===== config.mk =====
export PLATFORM = sky130hd
export DESIGN_NAME = sbpa_port
export DESIGN_NICKNAME = d
export VERILOG_FILES = /design/src/verilog/sbpa_pkg.sv /design/src/verilog/sbpa_port.sv
export SDC_FILE = /design/constraint.sdc
export NUM_CORES = 1
export LEC_CHECK = 0
export BUFFER_PORTS_ARGS = -buffer_cell sky130_fd_sc_hd__buf_2
export CELL_PAD_IN_SITES_DETAIL_PLACEMENT = 2
export CELL_PAD_IN_SITES_GLOBAL_PLACEMENT = 2
export CORE_AREA = 2 2 102 104
export DETAILED_ROUTE_END_ITERATION = 8
export DIE_AREA = 0 0 104 106
export MAX_ROUTING_LAYER = met4
export PLACE_DENSITY = 0.85
export SYNTH_ARGS = -nofsm -noshare
export SYNTH_HDL_FRONTEND = slang
export SYNTH_SLANG_ARGS = --single-unit

===== constraint.sdc =====
create_clock -name hclk -period 5.7 [get_ports hclk]
set_clock_uncertainty 0.2 [all_clocks]
set_input_delay 0.57 -clock hclk [delete_from_list [all_inputs] [get_ports hclk]]
set_output_delay 0.57 -clock hclk [all_outputs]
set_load 0.005 [all_outputs]

===== src/verilog/sbpa_pkg.sv =====
// constants and register map of the six-bit port with analog muxing
// What this block does
// - A pin whose direction bit is 0 is driven from its latch bit, analog or not, unless the master port or the reference output takes it.
// - A pin whose direction bit is 1 reads back its pin level, except that the digital input reads zero while the pin is analog.
// - After reset the pins of converter channels 0 to 4 are analog inputs, and their digital output still works.
// - After reset port bit 4 is a digital input, and the same pin also feeds the timer's external clock.
// - While the comparator reference output is enabled, port bit 2 has neither digital output nor digital input.
// - Port bits 4 and 5 carry master port data lines only when the pin-placement setting is 0 and the package is the larger one.
// - On a pin that carries a master port data line, the master port sets the direction and the direction bit is overridden.
// - Bits 7 and 6 of the pin-level, latch and direction registers read as zero.
// - The analog-select register overlaps a default register at one address and is reached only while watchdog control bit 4 is 1.
// - A direction bit of 1 makes its pin an input and a direction bit of 0 makes it an output.
// - Port bits 5 and 3 to 0 come up analog on any reset, and read as zero on the digital path while analog.
package sbpa_pkg;
	localparam int PORT_W = 6;
	localparam int REG_W = 8;
	localparam int DATA_W = 32;
	localparam int OFS_W = 8;
	// byte addresses of the word registers
	localparam logic [OFS_W-1:0] OFS_PIN = 8'h00;
	localparam logic [OFS_W-1:0] OFS_LAT = 8'h04;
	localparam logic [OFS_W-1:0] OFS_DIR = 8'h08;
	localparam logic [OFS_W-1:0] OFS_SHARED = 8'h0C;
	localparam logic [OFS_W-1:0] OFS_WDT = 8'h10;
	localparam logic [OFS_W-1:0] OFS_CFG = 8'h14;
	// field positions
	localparam int SHSEL_BIT = 4;
	localparam int CFG_CREF_BIT = 0;
	localparam int CFG_PLACE_BIT = 1;
	localparam int TMR_PIN = 4;
	localparam int CREF_PIN = 2;
	localparam int PMP_PIN_A = 4;
	localparam int PMP_PIN_B = 5;
	localparam int ANA_CH_HI = 4;
	// reset values
	localparam logic [PORT_W-1:0] LAT_RST = 6'h00;
	localparam logic [PORT_W-1:0] DIR_RST = 6'h3F;
	localparam logic [REG_W-1:0] ANA_RST = 8'h00;
	localparam logic [REG_W-1:0] DEF_RST = 8'h00;
	localparam logic [REG_W-1:0] WDT_RST = 8'h00;
	localparam logic [REG_W-1:0] CFG_RST = 8'h00;
	// implemented select bits: bit 7 and channels 4..0
	localparam logic [REG_W-1:0] ANA_MASK = 8'h9F;
	localparam logic [REG_W-1:0] WDT_MASK = 8'h10;
	localparam logic [REG_W-1:0] CFG_MASK = 8'h03;
	localparam logic [1:0] HTRANS_NONSEQ = 2'h2;
endpackage


===== src/verilog/sbpa_port.sv =====
// six-bit bidirectional port with analog muxing behind an ahb-lite slave
//
// Implementation choices: the placing of the registers and register access over AHB-Lite.
`timescale 1ns/1ps
module sbpa_port import sbpa_pkg::*; #(
	parameter bit LARGE_PKG = 1'b1
) (
	input wire logic hclk,
	input wire logic hresetn,
	input wire logic hsel,
	input wire logic [DATA_W-1:0] haddr,
	input wire logic [1:0] htrans,
	input wire logic hwrite,
	input wire logic [2:0] hsize,
	input wire logic hready,
	input wire logic [DATA_W-1:0] hwdata,
	output logic hreadyout,
	output logic hresp,
	output logic [DATA_W-1:0] hrdata,
	input wire logic [PORT_W-1:0] pad_in,
	output logic [PORT_W-1:0] pad_out,
	output logic [PORT_W-1:0] pad_oe_n,
	input wire logic pmp_enable,
	input wire logic [1:0] pmp_data_out,
	input wire logic pmp_data_drive,
	output logic [1:0] pmp_data_in,
	output logic timer_external_clock_in,
	output logic [PORT_W-1:0] analog_enable,
	output logic comparator_reference_output
);

	logic [PORT_W-1:0] lat_reg;
	logic [PORT_W-1:0] dir_reg;
	logic [REG_W-1:0] ana_reg;
	logic [REG_W-1:0] def_reg;
	logic [REG_W-1:0] wdt_reg;
	logic [REG_W-1:0] cfg_reg;
	logic wr_pend_reg;
	logic [OFS_W-1:0] wr_ofs_reg;
	logic rd_pend_reg;
	logic [OFS_W-1:0] rd_ofs_reg;
	logic hreadyout_reg;
	logic [DATA_W-1:0] hrdata_reg;
	logic [PORT_W-1:0] pad_out_reg;
	logic [PORT_W-1:0] pad_oe_n_reg;
	logic [1:0] pmp_in_reg;
	logic tmr_reg;
	logic [PORT_W-1:0] ana_pin_reg;
	logic cref_out_reg;

	logic accept;
	logic wr_en;
	logic shared_sel;
	logic pmp_on;
	logic [PORT_W-1:0] ana_pin;
	logic [PORT_W-1:0] pin_read;
	logic [PORT_W-1:0] drive_n_next;
	logic [PORT_W-1:0] out_next;
	logic [REG_W-1:0] rd_byte;
	logic [REG_W-1:0] wbyte;

	assign accept = hsel && htrans == HTRANS_NONSEQ && hready;
	assign wr_en = wr_pend_reg;
	assign wbyte = hwdata[REG_W-1:0];
	assign shared_sel = wdt_reg[SHSEL_BIT];
	assign pmp_on = LARGE_PKG && !cfg_reg[CFG_PLACE_BIT] && pmp_enable;

	// channels 3..0 sit on pins 3..0, channel 4 on pin 5; select bit 0 = analog
	always_comb begin
		ana_pin = '0;
		ana_pin[3:0] = ~ana_reg[3:0];
		ana_pin[PMP_PIN_B] = ~ana_reg[ANA_CH_HI];
		// the reference output function on pin 2 counts as analog too
		ana_pin[CREF_PIN] = ana_pin[CREF_PIN] | cfg_reg[CFG_CREF_BIT];
	end

	// digital input path is cut on analog pins, so software reads zero
	always_comb begin
		pin_read = pad_in & ~ana_pin;
	end

	always_comb begin
		out_next = lat_reg;
		drive_n_next = dir_reg;
		if (pmp_on) begin
			out_next[PMP_PIN_A] = pmp_data_out[1];
			out_next[PMP_PIN_B] = pmp_data_out[0];
			drive_n_next[PMP_PIN_A] = !pmp_data_drive;
			drive_n_next[PMP_PIN_B] = !pmp_data_drive;
		end
		if (cfg_reg[CFG_CREF_BIT]) begin
			drive_n_next[CREF_PIN] = 1'b1;
		end
	end

	always_comb begin
		case (rd_ofs_reg)
		OFS_PIN: rd_byte = {2'h0, pin_read};
		OFS_LAT: rd_byte = {2'h0, lat_reg};
		OFS_DIR: rd_byte = {2'h0, dir_reg};
		OFS_SHARED: rd_byte = shared_sel ? ana_reg : def_reg;
		OFS_WDT: rd_byte = wdt_reg;
		OFS_CFG: rd_byte = cfg_reg;
		default: rd_byte = 8'h00;
		endcase
	end

	// bus phases: writes finish with no wait; reads add one wait cycle so
	// the answer is always registered and already sees a preceding write
	always_ff @(posedge hclk or negedge hresetn) begin
		if (!hresetn) begin
			wr_pend_reg <= 1'b0;
			wr_ofs_reg <= 8'h00;
			rd_pend_reg <= 1'b0;
			rd_ofs_reg <= 8'h00;
		end else begin
			wr_pend_reg <= accept && hwrite;
			rd_pend_reg <= accept && !hwrite;
			if (accept) begin
				wr_ofs_reg <= haddr[OFS_W-1:0];
				rd_ofs_reg <= haddr[OFS_W-1:0];
			end
		end
	end

	always_ff @(posedge hclk or negedge hresetn) begin
		if (!hresetn) begin
			hreadyout_reg <= 1'b1;
			hrdata_reg <= 32'h0000_0000;
		end else begin
			if (accept && !hwrite) begin
				hreadyout_reg <= 1'b0;
			end else begin
				hreadyout_reg <= 1'b1;
			end
			if (rd_pend_reg) begin
				hrdata_reg <= {24'h00_0000, rd_byte};
			end
		end
	end

	// both the pin-level and the latch address land in the latch
	always_ff @(posedge hclk or negedge hresetn) begin
		if (!hresetn) begin
			lat_reg <= LAT_RST;
		end else if (wr_en && (wr_ofs_reg == OFS_PIN ||
			wr_ofs_reg == OFS_LAT)) begin
			lat_reg <= wbyte[PORT_W-1:0];
		end
	end

	always_ff @(posedge hclk or negedge hresetn) begin
		if (!hresetn) begin
			dir_reg <= DIR_RST;
		end else if (wr_en && wr_ofs_reg == OFS_DIR) begin
			dir_reg <= wbyte[PORT_W-1:0];
		end
	end

	always_ff @(posedge hclk or negedge hresetn) begin
		if (!hresetn) begin
			ana_reg <= ANA_RST;
			def_reg <= DEF_RST;
		end else if (wr_en && wr_ofs_reg == OFS_SHARED) begin
			if (shared_sel) begin
				ana_reg <= wbyte & ANA_MASK;
			end else begin
				def_reg <= wbyte;
			end
		end
	end

	always_ff @(posedge hclk or negedge hresetn) begin
		if (!hresetn) begin
			wdt_reg <= WDT_RST;
			cfg_reg <= CFG_RST;
		end else if (wr_en) begin
			if (wr_ofs_reg == OFS_WDT) begin
				wdt_reg <= wbyte & WDT_MASK;
			end
			if (wr_ofs_reg == OFS_CFG) begin
				cfg_reg <= wbyte & CFG_MASK;
			end
		end
	end

	// pins lag the registers by one cycle so every port leaves a flop
	always_ff @(posedge hclk or negedge hresetn) begin
		if (!hresetn) begin
			pad_out_reg <= LAT_RST;
			pad_oe_n_reg <= DIR_RST;
			ana_pin_reg <= {~ANA_RST[ANA_CH_HI], 1'b0, ~ANA_RST[3:0]};
			cref_out_reg <= 1'b0;
		end else begin
			pad_out_reg <= out_next;
			pad_oe_n_reg <= drive_n_next;
			ana_pin_reg <= ana_pin;
			cref_out_reg <= cfg_reg[CFG_CREF_BIT];
		end
	end

	// timer clock sees pin 4 whatever the direction, like the shared buffer
	always_ff @(posedge hclk or negedge hresetn) begin
		if (!hresetn) begin
			tmr_reg <= 1'b0;
			pmp_in_reg <= 2'h0;
		end else begin
			tmr_reg <= pad_in[TMR_PIN];
			if (pmp_on) begin
				pmp_in_reg <= {pad_in[PMP_PIN_A], pad_in[PMP_PIN_B]};
			end else begin
				pmp_in_reg <= 2'h0;
			end
		end
	end

	assign hreadyout = hreadyout_reg;
	assign hresp = 1'b0;
	assign hrdata = hrdata_reg;
	assign pad_out = pad_out_reg;
	assign pad_oe_n = pad_oe_n_reg;
	assign pmp_data_in = pmp_in_reg;
	assign timer_external_clock_in = tmr_reg;
	assign analog_enable = ana_pin_reg;
	assign comparator_reference_output = cref_out_reg;

	// checks
	logic first_reg;
	always_ff @(posedge hclk or negedge hresetn) begin
		if (!hresetn) begin
			first_reg <= 1'b1;
		end else begin
			first_reg <= 1'b0;
		end
	end
endmodule // sbpa_port


Yosys cells after proc, flatten, opt, wreduce, memory -nomap -nowiden:

Index checks and enable logic that the tools add are counted.

* input port bits: 84
* flip-flop bits (word level): 69
* logic and storage cells: 53
* output and inout port bits: 56

* mux-type cells: 7
* equality and inequality tests: 6
* reduce and logical (&&, ||, !) cells: 17
* bitwise operators: 6

Operators with widths (count)
* 8-bit case mux with 6 select lines: 1
* 8-bit by 4-bit equality test with 1-bit output, second input constant: 2
* 8-bit by 5-bit equality test with 1-bit output, second input constant: 2
* 8-bit by 3-bit equality test with 1-bit output, second input constant: 1
* 1-bit logical AND: 8
* 8-bit zero test: 1
* 8-bit two-way mux: 1
* 2-bit AND reduction: 4
* 6-bit AND: 1
* 2-bit two-way mux: 3
* 6-bit NOT: 1
* 4-bit NOT: 1
* 1-bit zero test: 3
* 2-bit equality test, second input constant: 1
* 1-bit two-way mux: 2
* 1-bit NOT: 2
* 1-bit logical OR: 1
* 1-bit bitwise OR: 1

Depth between registers and ports, before layout:

* word-level depth: 5
* gate-level depth with buffers: 5
* gate-level depth less buffers: 4

Least setup slack after synthesis:

Ideal clock, no wire load.

* path kind: reg-to-reg
* from: register rd_ofs_reg[5] (netlist name)
* to: register def_reg[0]
* arrival time: 1.555 ns
* data required time: 5.375 ns
* cell stages (with the launch flop): 5
* buffers on the path: 0
* clock period less this slack: 1.879 ns
* setup slack: 3.821 ns
* setup time: 0.125 ns
* path through: dfrtp_1 > nor4b_4 > nand2b_2 > nor3_4 > mux2_2

RTL lines
* end signal, assigned: line sbpa_port.sv:168 `def_reg <= wbyte;`
* end, declared: line sbpa_port.sv:35 `logic [REG_W-1:0] def_reg;`

==> flow_summary.ini <==
[run_status]
status = completed

[timing]
drv_slew = 0
post-route-worst-setup-slack_ns = 3.433
final_hold_violating_endpoints = 0
unrepaired_setup_endpoints_after_global_routing = no
worstMarginPinSlew_ns = 0.9659
final_setup_viols = 0
final_hold_slack_ns = 0.1739
fin_crit_ns = 2.267
min_period_over_period = 0.3978
maxSlewHeadroom = 0.3501
fin_tns_setup_ns = 0
fmax_mhz = 441.1

[yosys]
flip_flop_and_latch_count_after_synthesis = 69
ys_dominant_reg_cell = dfrtp_1
synth_cell_types = 44
synth_compound_area_frac = 0.05977
dominant_combinational_cell_family_by_area_after_synthesis = multiplexers
synth_xor_area_frac = 0
synth.mux.area_fraction = 0.1612
synth_fa_ha_area_frac = 0
post_synth_instance_area_um2 = 3035
post_synth_and_or_nand_nor_area_fraction = 0.1088
synth.yosys.warnings = 0
syn-instance-count = 234
async_reset_ff_frac = 1.000
syn-mean-instance-area_um2 = 12.97
synth_sequential_area_ratio = 0.5763
synth_enable_flop_cells = 0

[setup_path]
worstRegToRegCells = 4
endpoint = ana_reg[3]
crit_path_start_kind = flip-flop
largest_fanout_on_the_critical_path = 6
critical_path.endpoint_type = flip-flop
cp_data_required_time_ns = 5.72
reg2reg_from = rd_ofs_reg[5]
worst_setup_path_startpoint = rd_ofs_reg[5]
r2r-end = ana_reg[3]
crit_type = reg -> reg
critical_path_arrival_ns = 2.29
reg2reg_slack_ns = 3.43

[min_path]
min_path_type = in -> reg

[run]
max_cap_violations = 0

[route]
drt_pre_antenna_iters = 4
detail-route-antenna-nets = 0
detail_route.iter0.violations = 61
route.detailed.wl_per_inst_um = 17.28
vias = 1991
post_drt_via_cell_ratio = 4.525
detail_route.drc_violations = 0
totalWireLength_mm = 7.605

[clocking]
clkTransAtPathRegs_ns = 0.07
ctsRootBufferMaster = clkbuf_8
tritoncts = done
post-cts-setup-buffers = 0
clk_latency_ns = 0.34
cts_resized = 0
tritoncts_num_sinks = 69
cts-htree-levels = 3
cts-buffers-inserted = 9
cts-hold-fix-buffers = 0
clock_tree.buffer_depth = 2

[die]
die_h_um = 106
core_um2 = 10000
num_io_pins = 140
floorplan.die_area_um2 = 11020
die_w_um = 104
floorplan.initialDensity = 0.3036
std_cell_rows = 37

[final_layout]
fillCellCount = 1094
layout-drive-gt1-share = 0.4704
number_of_antenna_diodes = 0
post-route-cell-area_um2 = 3558
layout-area-overhead-vs-synth_pct = 17.23
design.final.nets = 383

[place]
hpwl_mm = 5.503
buffer_ports.inserted = 62
placement.setup.worst_slack_ns = 3.457
post_dp_cell_area_um2 = 3388
place_congestion = 0.8480

[power_and_ir_drop]
p_leak_nw = 1.686
vdd_drop_max_mv = 0.08296
powerDensity_nw_per_um2 = 299.3
post-layout-total-power_w = 0.001065

[global_route]
grt_antenna_before_repair = 0
grt_pass1_wl_mm = 12.23
overflow = 0
grtUsageTotal = 0.1508
grt_pass1_vias = 2259
grt_start_max_net_pins = 70
[worst min-delay path by stage]
stage / from / to / slack (ns) / cells after the start
after floorplan: hresetn / ana_reg[0] / 0.07 / 0
after global placement: dir_reg[1] / pad_oe_n[1] / 0.17 / 0
after detailed placement: dir_reg[1] / pad_oe_n[1] / 0.17 / 0
after CTS: pad_in[4] / timer_external_clock_in / 0.16 / 1
after global routing: pad_in[4] / timer_external_clock_in / 0.17 / 1
final: pad_in[4] / timer_external_clock_in / 0.17 / 1
[through the flow]
stage,util,cells
after global routing,0.3559,440
after detailed placement,0.3388,424
final,0.3559,440
after floorplan,-,259
after CTS,0.3559,440
after global placement,0.3388,424
[cell usage after synthesis, types with 4 or more instances]
library cell,instances,share of area
a21oi_1,4,0.0066
nand2_1,4,0.0049
buf_4,26,0.064
mux2_2,39,0.14
nand3_1,5,0.0082
clkbuf_1,5,0.0062
dfstp_2,18,0.16
nor2b_1,6,0.012
o22ai_1,4,0.0082
dfrtp_1,51,0.42
inv_1,14,0.017
mux2i_1,5,0.016
nand3b_1,5,0.012
nor2_1,7,0.0087
[metal layers]
metal / GRT usage / share of wire / vias to the layer above
met1: 0.1630 / 0.39 / 1018
met4: 0.08108 / 0.028 / 0
met5: - / 0 / -
li1: - / - / 889
met3: 0.03372 / 0.049 / 19
met2: 0.2599 / 0.54 / 65
[where the power goes]
group,switching (W),internal (W),leakage (nW)
clock,0.000177,0.000168,0.0824
combinational,0.0000708,0.0000653,0.754
sequential,0.0000491,0.000534,0.850
[area by class of cell]
class	count	area [um2]	area share
Sequential cell	69	1749	0.4916
Multi-Input combinational cell	142	1099	0.3087
Timing Repair Buffer	63	317.8	0.08931
Tap cell	136	170.2	0.04782
Clock buffer	12	145.1	0.04079
Inverter	14	52.55	0.01477
Clock inverter	4	25.02	0.007032
[placed cells by master, fill, tap and decap left out, types with 2 or more instances in the layout]
cell type	instances
buf_2	62
dfrtp_1	51
mux2_2	39
conb_1	26
dfstp_2	18
inv_1	14
clkbuf_8	10
nor2_1	7
nor2b_1	6
nand3_1	5
mux2i_1	5
nand3b_1	5
a21oi_1	4
nand2_1	4
o22ai_1	4
a221oi_1	3
o21ai_0	3
and2_1	2
nand2b_1	2
or2_2	2
a22o_1	2
nand4_1	2
clkbuf_1	2
clkinvlp_4	2
clkinv_2	2
[critical path, stage by stage, from the launching register on]
cell and delay [ns]:
dfrtp_1 0.43, nor4b_4 0.44, nor2b_1 0.26, nand3_1 0.39, mux2_2 0.43
[cells by family (layout without fill, tap and decap cells)]
kind of cell / Yosys count / count (layout)
compound gates: 25 / 25
buf+inv: 48 / 93
flops: 69 / 69
mux: 44 / 44
simple gates: 47 / 47
other cells: 1 / 26
Power figures use the tool's default switching activity.
